==> config.mk <==
export PLATFORM = sky130hd
export DESIGN_NAME = srs_supervisor
export DESIGN_NICKNAME = d
export VERILOG_FILES = /design/src/include/srs_pkg.sv /design/src/verilog/srs_hold_timer.sv /design/src/verilog/srs_supervisor.sv
export SDC_FILE = /design/constraint.sdc
export NUM_CORES = 1
export LEC_CHECK = 0
export ABC_AREA = 0
export BUFFER_PORTS_ARGS = -buffer_cell sky130_fd_sc_hd__buf_4
export CORE_ASPECT_RATIO = 0.7
export CORE_MARGIN = 3
export CORE_UTILIZATION = 53
export CTS_CLUSTER_SIZE = 40
export DETAILED_ROUTE_END_ITERATION = 16
export GPL_TIMING_DRIVEN = 0
export PLACE_DENSITY_LB_ADDON = 0.15
export RECOVER_POWER = 100
export SYNTH_ARGS = -nofsm -noshare
export SYNTH_HDL_FRONTEND = slang
export SYNTH_HIERARCHICAL = 1
export SYNTH_SLANG_ARGS = --single-unit
==> constraint.sdc <==
create_clock -name pclk -period 2.6 [get_ports pclk]
set_input_delay 0.13 -clock pclk [delete_from_list [all_inputs] [get_ports pclk]]
set_output_delay 0.13 -clock pclk [all_outputs]
set_load 0.05 [all_outputs]
==> src/include/srs_pkg.sv <==
// Purpose: Shared constants for the supervisor reset and strap logic.
// Assumes: 100 MHz pclk, APB register access with 32-bit data.
// Notes:   Register words are aligned; unlisted bits read as zero.
package srs_pkg;
	localparam int unsigned CLK_FREQ_HZ      = 100_000_000;
	localparam int unsigned HOLD_TIME_MS     = 180;
	localparam int unsigned HOLD_CYCLES      = HOLD_TIME_MS * (CLK_FREQ_HZ / 1000);
	localparam int          HOLD_CNT_W       = 25;

	localparam int          ADDR_W           = 4;
	localparam logic [3:0]  OFF_CONFIG       = 4'h0;
	localparam logic [3:0]  OFF_TEST1        = 4'h4;
	localparam logic [3:0]  OFF_ANALOG_CFG   = 4'h8;
	localparam logic [3:0]  OFF_STATUS       = 4'hc;

	localparam int          CFG_INT_EN_BIT   = 1;
	localparam int          TEST1_PWM_INV_BIT = 1;
	localparam int          ACFG_VREF_2V5_BIT = 0;
	localparam int          ACFG_D2_ANALOG_BIT = 1;

	localparam int          ST_STBY_REL_BIT  = 0;
	localparam int          ST_MAIN_REL_BIT  = 1;
	localparam int          ST_TEST_MODE_BIT = 2;
	localparam int          ST_EXT_RST_BIT   = 3;
	localparam int          ST_STBY_OK_BIT   = 4;
	localparam int          ST_MAIN_OK_BIT   = 5;

	localparam logic [31:0] CONFIG_RST       = 32'h0000_0000;
	localparam logic [31:0] TEST1_RST        = 32'h0000_0000;
	localparam logic [31:0] ANALOG_CFG_RST   = 32'h0000_0000;
	localparam logic        PWM_LEVEL_RST    = 1'b1;

	typedef enum logic [1:0] {
		SRS_STRAP_WAIT = 2'b00,
		SRS_STRAP_NORM = 2'b01,
		SRS_STRAP_TEST = 2'b11
	} srs_strap_t;
endpackage : srs_pkg

==> src/verilog/srs_hold_timer.sv <==
// Purpose: Reset hold timer that releases after a run of good cycles.
// Assumes: run is synchronous to pclk.
// Notes:   Any drop of run clears the count and reasserts at once.
`timescale 1ns/100ps
`default_nettype none
module srs_hold_timer #(
	parameter int unsigned HOLD_CYCLES = srs_pkg::HOLD_CYCLES,
	parameter int          CNT_W       = srs_pkg::HOLD_CNT_W
) (
	input  wire logic pclk,
	input  wire logic presetn,
	input  wire logic ce,
	input  wire logic run,
	output var  logic release_reg
);
	logic [CNT_W-1:0] cnt_reg;

	always_ff @(posedge pclk or negedge presetn) begin
		if (!presetn) begin
			cnt_reg     <= '0;
			release_reg <= 1'b0;
		end else if (ce) begin
			// (RULE_14) restart on dropout
			if (!run) begin
				cnt_reg     <= '0;
				release_reg <= 1'b0;
			end else if (!release_reg) begin
				if (cnt_reg == CNT_W'(HOLD_CYCLES - 1)) begin
					release_reg <= 1'b1;
				end else begin
					cnt_reg <= cnt_reg + CNT_W'(1);
				end
			end
		end
	end
endmodule : srs_hold_timer
`default_nettype wire

==> src/verilog/srs_supervisor.sv <==
// Purpose: Power-on resets, pin options and test strap behind an APB slave.
// Assumes: Rail comparator flags and pins are synchronous to pclk.
// Notes:   Open-drain pins use an active-low output enable.
//
// Overview of operation
// (RULE_01) Interrupt pin drives only when config bit 1 set; off after reset.
// (RULE_02) Fan pulse-width pin is high after reset, full duty for NMOS stage.
// (RULE_03) Test register 1 bit 1 inverts fan pulse-width pin polarity.
// (RULE_04) Standby reset held low while standby rail is below threshold.
// (RULE_05) Standby reset held about 180 ms after standby rail recovers.
// (RULE_06) Main reset held low while main rail is below threshold.
// (RULE_07) Main reset held about 180 ms after main rail recovers.
// (RULE_08) Main reset releases 180 ms after standby reset when standby rises first.
// (RULE_09) Main reset pin also accepts an external active-low reset request.
// (RULE_10) Reference output selectable 1.8 V or 2.5 V; 1.8 V after reset.
// (RULE_11) First diode cathode sampled at power-on; high enters test mode.
// (RULE_12) Second diode pins selectable as diode input or analog inputs.
// (RULE_13) In test mode the tree result appears on the address-select pin.
// (RULE_14) A rail dropout during hold reasserts reset and restarts the count.
//
// Added by the designer: the register addresses and the APB register port.
`timescale 1ns/100ps
`default_nettype none
module srs_supervisor #(
	parameter int unsigned HOLD_CYCLES = srs_pkg::HOLD_CYCLES
) (
	input  wire logic        pclk,
	input  wire logic        presetn,
	input  wire logic        ce,
	input  wire logic        psel,
	input  wire logic        penable,
	input  wire logic        pwrite,
	input  wire logic [31:0] paddr,
	input  wire logic [31:0] pwdata,
	output var  logic [31:0] prdata,
	output var  logic        pready,
	output var  logic        pslverr,
	input  wire logic        standby_rail_ok,
	input  wire logic        main_rail_ok,
	output var  logic        standby_rail_reset_n,
	input  wire logic        main_rail_reset_n_in,
	output var  logic        main_rail_reset_n_out,
	output var  logic        main_rail_reset_n_oe_n,
	input  wire logic        int_request,
	output var  logic        int_n_out,
	output var  logic        int_n_oe_n,
	input  wire logic        pwm_duty_in,
	output var  logic        pwm_out,
	output var  logic        pwm_oe_n,
	output var  logic        vref_sel_2v5,
	output var  logic        diode2_analog_mode,
	input  wire logic        diode1_cathode_test_strap,
	input  wire logic        test_tree_result,
	output var  logic        test_tree_out,
	output var  logic        test_tree_oe_n
);
	logic [31:0]        config_reg;
	logic [31:0]        test1_reg;
	logic [31:0]        analog_cfg_reg;
	logic               ext_rst_seen_reg;
	logic               standby_rel;
	logic               main_rel;
	logic               main_run;
	logic               ext_rst_req;
	logic               wr_en;
	logic               rd_en;
	logic               mapped;
	logic [31:0]        status_word;
	logic [31:0]        rdata_next;
	srs_pkg::srs_strap_t strap_reg;

	// Standby reset timer.
	// (RULE_04) hold while rail low
	// (RULE_05) hold interval release
	srs_hold_timer #(
		.HOLD_CYCLES (HOLD_CYCLES),
		.CNT_W       (srs_pkg::HOLD_CNT_W)
	) u_standby_timer (
		.pclk        (pclk),
		.presetn     (presetn),
		.ce          (ce),
		.run         (standby_rail_ok),
		.release_reg (standby_rel)
	);

	// The pin reads back low while we drive it, so the request only counts when released.
	// (RULE_09) external reset request
	assign ext_rst_req = !main_rail_reset_n_in && main_rail_reset_n_oe_n;

	// Counting waits for the standby release, which orders main after standby.
	// (RULE_06) hold while rail low
	// (RULE_08) ordered after standby
	assign main_run = main_rail_ok && standby_rel && !ext_rst_req;

	// (RULE_07) hold interval release
	srs_hold_timer #(
		.HOLD_CYCLES (HOLD_CYCLES),
		.CNT_W       (srs_pkg::HOLD_CNT_W)
	) u_main_timer (
		.pclk        (pclk),
		.presetn     (presetn),
		.ce          (ce),
		.run         (main_run),
		.release_reg (main_rel)
	);

	assign standby_rail_reset_n = standby_rel;

	// (RULE_06) drive pin low
	always_ff @(posedge pclk or negedge presetn) begin
		if (!presetn) begin
			main_rail_reset_n_oe_n <= 1'b0;
			main_rail_reset_n_out  <= 1'b0;
		end else if (ce) begin
			main_rail_reset_n_oe_n <= main_rel && !ext_rst_req;
			main_rail_reset_n_out  <= 1'b0;
		end
	end

	// APB slave with no wait states; pready comes from a flop.
	assign mapped = (paddr[31:srs_pkg::ADDR_W] == '0) && (paddr[1:0] == 2'b00);
	assign wr_en  = psel && penable && pready && pwrite && mapped;
	assign rd_en  = psel && !penable && !pwrite;

	always_ff @(posedge pclk or negedge presetn) begin
		if (!presetn) begin
			pready  <= 1'b0;
			pslverr <= 1'b0;
		end else if (ce) begin
			pready  <= psel && !penable && !pready;
			pslverr <= psel && !penable && !pready && !mapped;
		end
	end

	always_comb begin
		status_word = 32'h0000_0000;
		status_word[srs_pkg::ST_STBY_REL_BIT]  = standby_rel;
		status_word[srs_pkg::ST_MAIN_REL_BIT]  = main_rel;
		status_word[srs_pkg::ST_TEST_MODE_BIT] = (strap_reg == srs_pkg::SRS_STRAP_TEST);
		status_word[srs_pkg::ST_EXT_RST_BIT]   = ext_rst_seen_reg;
		status_word[srs_pkg::ST_STBY_OK_BIT]   = standby_rail_ok;
		status_word[srs_pkg::ST_MAIN_OK_BIT]   = main_rail_ok;
	end

	always_comb begin
		rdata_next = 32'h0000_0000;
		if (mapped) begin
			case (paddr[srs_pkg::ADDR_W-1:0])
				srs_pkg::OFF_CONFIG:     rdata_next = config_reg;
				srs_pkg::OFF_TEST1:      rdata_next = test1_reg;
				srs_pkg::OFF_ANALOG_CFG: rdata_next = analog_cfg_reg;
				srs_pkg::OFF_STATUS:     rdata_next = status_word;
				default:                 rdata_next = 32'h0000_0000;
			endcase
		end
	end

	always_ff @(posedge pclk or negedge presetn) begin
		if (!presetn) begin
			prdata <= 32'h0000_0000;
		end else if (ce) begin
			if (rd_en) begin
				prdata <= rdata_next;
			end
		end
	end

	// Only the documented bits are kept; the rest read as zero.
	always_ff @(posedge pclk or negedge presetn) begin
		if (!presetn) begin
			config_reg <= srs_pkg::CONFIG_RST;
		end else if (ce) begin
			if (wr_en && paddr[srs_pkg::ADDR_W-1:0] == srs_pkg::OFF_CONFIG) begin
				config_reg <= 32'h0000_0000;
				config_reg[srs_pkg::CFG_INT_EN_BIT] <= pwdata[srs_pkg::CFG_INT_EN_BIT];
			end
		end
	end

	always_ff @(posedge pclk or negedge presetn) begin
		if (!presetn) begin
			test1_reg <= srs_pkg::TEST1_RST;
		end else if (ce) begin
			if (wr_en && paddr[srs_pkg::ADDR_W-1:0] == srs_pkg::OFF_TEST1) begin
				test1_reg <= 32'h0000_0000;
				test1_reg[srs_pkg::TEST1_PWM_INV_BIT] <= pwdata[srs_pkg::TEST1_PWM_INV_BIT];
			end
		end
	end

	// (RULE_10) reference select
	// (RULE_12) second diode mode
	always_ff @(posedge pclk or negedge presetn) begin
		if (!presetn) begin
			analog_cfg_reg <= srs_pkg::ANALOG_CFG_RST;
		end else if (ce) begin
			if (wr_en && paddr[srs_pkg::ADDR_W-1:0] == srs_pkg::OFF_ANALOG_CFG) begin
				analog_cfg_reg <= 32'h0000_0000;
				analog_cfg_reg[srs_pkg::ACFG_VREF_2V5_BIT] <=
					pwdata[srs_pkg::ACFG_VREF_2V5_BIT];
				analog_cfg_reg[srs_pkg::ACFG_D2_ANALOG_BIT] <=
					pwdata[srs_pkg::ACFG_D2_ANALOG_BIT];
			end
		end
	end

	always_ff @(posedge pclk or negedge presetn) begin
		if (!presetn) begin
			vref_sel_2v5       <= 1'b0;
			diode2_analog_mode <= 1'b0;
		end else if (ce) begin
			vref_sel_2v5       <= analog_cfg_reg[srs_pkg::ACFG_VREF_2V5_BIT];
			diode2_analog_mode <= analog_cfg_reg[srs_pkg::ACFG_D2_ANALOG_BIT];
		end
	end

	// Sticky external reset flag; a new request wins over a write-one clear.
	// (RULE_09) record external request
	always_ff @(posedge pclk or negedge presetn) begin
		if (!presetn) begin
			ext_rst_seen_reg <= 1'b0;
		end else if (ce) begin
			if (ext_rst_req) begin
				ext_rst_seen_reg <= 1'b1;
			end else if (wr_en && paddr[srs_pkg::ADDR_W-1:0] == srs_pkg::OFF_STATUS &&
			             pwdata[srs_pkg::ST_EXT_RST_BIT]) begin
				ext_rst_seen_reg <= 1'b0;
			end
		end
	end

	// (RULE_01) gated interrupt drive
	always_ff @(posedge pclk or negedge presetn) begin
		if (!presetn) begin
			int_n_oe_n <= 1'b1;
			int_n_out  <= 1'b0;
		end else if (ce) begin
			int_n_oe_n <= !(config_reg[srs_pkg::CFG_INT_EN_BIT] && int_request);
			int_n_out  <= 1'b0;
		end
	end

	// Open drain: a high level is the released pin pulled up.
	// (RULE_02) high after reset
	// (RULE_03) polarity inversion
	always_ff @(posedge pclk or negedge presetn) begin
		if (!presetn) begin
			pwm_oe_n <= srs_pkg::PWM_LEVEL_RST;
			pwm_out  <= 1'b0;
		end else if (ce) begin
			pwm_oe_n <= pwm_duty_in ^ test1_reg[srs_pkg::TEST1_PWM_INV_BIT];
			pwm_out  <= 1'b0;
		end
	end

	// The strap is caught at the first enabled edge after release, never under reset.
	// (RULE_11) power-on strap sample
	always_ff @(posedge pclk or negedge presetn) begin
		if (!presetn) begin
			strap_reg <= srs_pkg::SRS_STRAP_WAIT;
		end else if (ce) begin
			case (strap_reg)
				srs_pkg::SRS_STRAP_WAIT: begin
					strap_reg <= diode1_cathode_test_strap ? srs_pkg::SRS_STRAP_TEST
					                                       : srs_pkg::SRS_STRAP_NORM;
				end
				srs_pkg::SRS_STRAP_NORM: strap_reg <= srs_pkg::SRS_STRAP_NORM;
				srs_pkg::SRS_STRAP_TEST: strap_reg <= srs_pkg::SRS_STRAP_TEST;
				default:                 strap_reg <= srs_pkg::SRS_STRAP_WAIT;
			endcase
		end
	end

	// Outside test mode the pin stays an address input, so it is not driven.
	// (RULE_13) test result output
	always_ff @(posedge pclk or negedge presetn) begin
		if (!presetn) begin
			test_tree_out  <= 1'b0;
			test_tree_oe_n <= 1'b1;
		end else if (ce) begin
			test_tree_out  <= (strap_reg == srs_pkg::SRS_STRAP_TEST) && test_tree_result;
			test_tree_oe_n <= (strap_reg != srs_pkg::SRS_STRAP_TEST);
		end
	end
endmodule : srs_supervisor
`default_nettype wire

# Word level (Yosys, flattened, before mapping)
# Cells that the tools add are included.
totals:
  ramBits: 0
  word_cells: 91
  mem_bits_ro: 0
  mem_count: 0
  regBits: 100
  latchBits: 0
classes:
  eq_ne: 12
  reduce_logical: 39
  bitwise_logic: 1
  n_shift: 0
  n_mux: 18
  n_lt_le_gt_ge: 0
  n_mul: 0
  add_sub_neg: 2
  div: 0
op_table:
  columns: ["op", "count"]
  rows:
  - ["25-bit 2-to-1 mux", 6]
  - ["25-bit by 1-bit adder with 25-bit output, second input constant", 2]
  - ["25-bit == test, second input constant", 2]
  - ["32-bit 2-to-1 mux", 1]
  - ["28-bit zero test", 1]
  - ["6-bit case mux with 4 select lines", 1]
  - ["1-bit logical AND", 20]
  - ["2-bit inequality test, second input constant", 5]
  - ["2-bit AND reduction", 5]
  - ["4-bit == test, second input constant", 2]
  - ["1-bit 2-to-1 mux", 8]
  - ["1-bit zero test", 7]
  - ["2-bit case mux with 3 select lines", 1]
  - ["3-bit AND reduction", 2]
  - ["4-bit by 3-bit == test with 1-bit output, second input constant", 1]
  - ["2-bit zero test", 2]
  - ["4-bit zero test", 1]
  - ["2-bit by 1-bit == test with 1-bit output, second input constant", 1]
  - ["2-bit == test, second input constant", 1]
  - ["2-bit 2-to-1 mux", 1]
  - ["2-bit nonzero test", 1]
  - ["1-bit XOR", 1]

# Longest topological paths before layout
depth:
  ltp_word: 8
  ltp_mapped: 8
  mapped_depth_nobuf: 7

# Cells and area by module
# The synthesis kept the hierarchy.
modules_own_cells:
  columns: ["module", "n_inst", "seq_area_each_um2", "area_per_inst_um2", "cells_each"]
  rows:
  - ["srs_hold_timer at u_main_timer", 1, 650.6, 1622.8, 178]
  - ["srs_hold_timer at u_standby_timer", 1, 650.6, 1580.3, 174]
  - ["srs_supervisor", 1, 554.3, 1286.2, 124]

# Worst setup path before layout
# No wires, ideal clock.
synth_timing:
  path_type: "register -> register"
  from: "register u_standby_timer.release_reg"
  to: "register u_main_timer.cnt_reg[19]"
  t_arrival_ns: 2.057
  t_required_ns: 2.484
  setup_time_ns: 0.116
  slack_ns: 0.428
  path_stages_with_launch: 6
  synth_period_minus_slack_ns: 2.172
  cell_sequence: "dfrtp_1 -> and3_1 -> clkbuf_1 -> clkinv_1 -> or3_1 -> o311ai_0"
synth_via:
  elab_chain_len: 4
  word_cells_on_any_way: 6
  classes_between: "eq/ne: 2; mux: 1; reduce/logical: 3"
synth_lines:
  columns: ["item", "line", "text"]
  rows:
  - ["from (decl)", "srs_hold_timer.sv:14", "output var logic release_reg"]
  - ["from (signal assigned)", "srs_hold_timer.sv:21", "release_reg <= 1'b0;"]
  - ["from (signal assigned)", "srs_hold_timer.sv:26", "release_reg <= 1'b0;"]
  - ["from (signal assigned)", "srs_hold_timer.sv:29", "release_reg <= 1'b1;"]
  - ["1-bit logical AND (*) (2 in a row)", "srs_supervisor.sv:93", "assign main_run = main_rail_ok && standby_rel && !ext_rst_req;"]
  - ["net main_run", "srs_supervisor.sv:63", "logic main_run;"]
  - ["2-bit inequality test (no line)", null, null]
  - ["3-bit AND reduction (no line)", null, null]
  - ["to (signal assigned)", "srs_hold_timer.sv:31", "cnt_reg <= cnt_reg + CNT_W'(1);"]
  - ["to (decl)", "srs_hold_timer.sv:16", "logic [CNT_W-1:0] cnt_reg;"]
# The timed path passes the listed nets; every way through them passes the cells marked *.
# A chain may end at the register's enable or synchronous reset.

# Worst setup path after layout
# Ends and elaborated chain as after synthesis.

==> impl_metrics.env <==
export IMPL_status="finished, violations left"
export IMPL_violations="max-capacitance violations, max-slew violations"
export IMPL_cpPeakStageDelay_ns=0.52
export IMPL_gp_congestion=0.880
export IMPL_grt_setup_unrepaired="false"
export IMPL_required_ns=2.81
export IMPL_final_util=0.676
export IMPL_crit_chain="and3_1, clkbuf_1, clkinv_1, or3_1, o311ai_0"
export IMPL_min_period_over_period=0.944
export IMPL_drc=0
export IMPL_synth_enable_flop_cells=0
export IMPL_die_area_sq_mm=0.00963
export IMPL_crit_path_start_kind="flip-flop"
export IMPL_yosysWarnings=6
export IMPL_tightestPinTransition_ns=1.83
export IMPL_maxSlewViolCount=75
export IMPL_cts_resized=0
export IMPL_hpwlAfterDp_microns=8580
export IMPL_power_density_mw_per_mm2=560
export IMPL_dieHeight_microns=83
export IMPL_max_freq_mhz=408
export IMPL_cts_buffer_depth=2
export IMPL_cts_root_buf="clkbuf_16"
export IMPL_ys_seq_area_frac=0.413
export IMPL_grt_total_usage=0.248
export IMPL_path_class="reg -> reg"
export IMPL_drtIter0Drc=396
export IMPL_cp_end_kind="flip-flop"
export IMPL_ys_seq_elements=74
export IMPL_ant_nets=0
export IMPL_path_buf_inv=2
export IMPL_cts_buffers=9
export IMPL_fin_nets=659
export IMPL_port_buffers=63
export IMPL_min_period_ns=2.45
export IMPL_synth_cell_types=73
export IMPL_path_delay_family="buffers and inverters"
export IMPL_setup_slack_ns=0.147
export IMPL_total_power_mw=3.04
export IMPL_clk_pin_slew_worst_paths_ns=0.06
export IMPL_diodes=0
export IMPL_drive_above_1_share=0.219
export IMPL_avgSynthCellArea_sq_um=9.43
export IMPL_finalSetupViolCount=0
export IMPL_tritoncts="built"
export IMPL_crit_slowest_cell="dfrtp_1"
export IMPL_maxCapViolCount=1
export IMPL_clk_latency_ns=0.33
export IMPL_ios=122
export IMPL_initial_core_util=0.558
export IMPL_totalWireLength_microns=12000
export IMPL_vdd_drop_max_mv=0.375
export IMPL_grt_max_degree=75
export IMPL_pre_cts_ws_ns=0.205
export IMPL_grt_antenna_before_repair=0
export IMPL_syn_cell_area_sq_mm=0.00449
export IMPL_area_delta_synth_final_pct=21.0
export IMPL_cts_htree_levels=3
export IMPL_final_setup_tns_ns=0
export IMPL_async_flop_share=1.00
export IMPL_clock_sinks=74
export IMPL_min_delay_path_class="in -> reg"
export IMPL_detail_route_wl_per_cell_microns=17.5
export IMPL_core_area_sq_mm=0.00804
export IMPL_hold_slack_ns=0.0170
export IMPL_grt_pass1_vias=3939
export IMPL_arrival_ns=2.66
export IMPL_rows=27
export IMPL_via_count=4261
export IMPL_synthCells=476
export IMPL_cp_max_fo=10
export IMPL_die_w_microns=116
export IMPL_power_leakage_nw=2.42
export IMPL_grt_overflow_total=0
export IMPL_nFillCells=667
export IMPL_grt_pass1_wl_microns=19400
export IMPL_vias_per_cell=6.21
export IMPL_drt_first_pass_iters=7
export IMPL_ys_flop_type="dfrtp_1"
export IMPL_skew_ns=0.00962
export IMPL_slew_limit_headroom=-0.217
export IMPL_finalHoldViolations=0
[path summary, 6_finish.rpt]
path                                              from  cells past startpoint  slack, ns                     endpoint
max                        u_standby_timer/release_reg                      5       0.15     u_main_timer/cnt_reg[19]
min                                   test_tree_result                      3       0.02                test_tree_out
max reg2reg                u_standby_timer/release_reg                      5       0.15     u_main_timer/cnt_reg[19]
min reg2reg                               strap_reg[1]                      1       0.48                 strap_reg[0]
max in group asynchronous                      presetn                      2       0.68     u_main_timer/cnt_reg[18]
min in group asynchronous                      presetn                      2       0.85  u_standby_timer/cnt_reg[22]
[cell type report]
cell class              count  area (sq um)  area share
clock buffers              10           229      0.0422
inverters                  13          51.3     0.00944
plain buffers              49           332      0.0610
multi-input cells         368          2290       0.422
well taps                 101           126      0.0233
clock inverters             6           114      0.0210
flip-flops and latches     74          1860       0.342
repair buffers             65           430      0.0792
[power breakdown]
part | internal, mW | switching, mW
clock network | 0.941 | 0.488
logic | 0.129 | 0.245
registers | 1.19 | 0.0458
total | 2.26 | 0.778
[kinds of logic after synthesis]
group	Yosys count	synth area share
xor gates and xnor gates	1	0.00195
adders and majority gates	2	0.00557
buffers and inverters	62	0.0861
other	1	0.000835
and+or+nand+nor	204	0.267
AOI/OAI and AO/OA	123	0.200
DFF	74	0.413
muxes	9	0.0248
[layer usage]
metal	vias to the layer above	share of wire	track usage
li1	1988	-	-
met1	2037	0.45	0.363
met2	223	0.44	0.384
met3	13	0.10	0.0517
met4	0	0.0073	0.0453
met5	-	0	0
[cells in the mapped netlist, types with 6 or more instances]
cell type	instances	area share
dfrtp_1	71	0.40
nand2_1	48	0.040
buf_4	31	0.052
nand3_1	27	0.030
o21ai_0	27	0.030
nor2_1	24	0.020
nor4_1	21	0.029
nand4_1	16	0.022
a21oi_1	15	0.017
clkbuf_1	12	0.010
inv_1	11	0.0092
o31ai_1	11	0.018
and3_1	9	0.013
o311ai_0	9	0.018
a211o_1	8	0.016
a31oi_1	8	0.011
o211ai_1	8	0.013
mux2_2	7	0.018
or4_1	7	0.012
nor3_1	6	0.0067
[tightest hold or removal path: stages]
cell and delay (ns):
buf_4 0.08, nand3_1 0.05, o21ai_0 0.06
[metrics by stage]
stage          cells  area (sq um)
2_1_floorplan    504          4590
3_3_place_gp     668          5190
3_5_place_dp     668          5190
4_1_cts          686          5560
5_1_grt          686          5430
6_report         686          5430
[cells in the final DEF, fill, tap and decap left out, drive strengths merged, types with 10 or more instances in the layout]
cell type  count
a21oi         16
buf           80
clkbuf        42
conb          29
dfrtp         71
inv           13
nand2         49
nand3         29
nand4         16
nor2          26
nor4          24
o21ai         27
o311ai        10
o31ai         11
[what timing repair did]
action                    4_1_cts  5_1_grt
hold buffers                    2        0
buffers inserted                0        0
hold endpoints to repair       72        0
No activity file was read; power rests on OpenSTA's default activity.
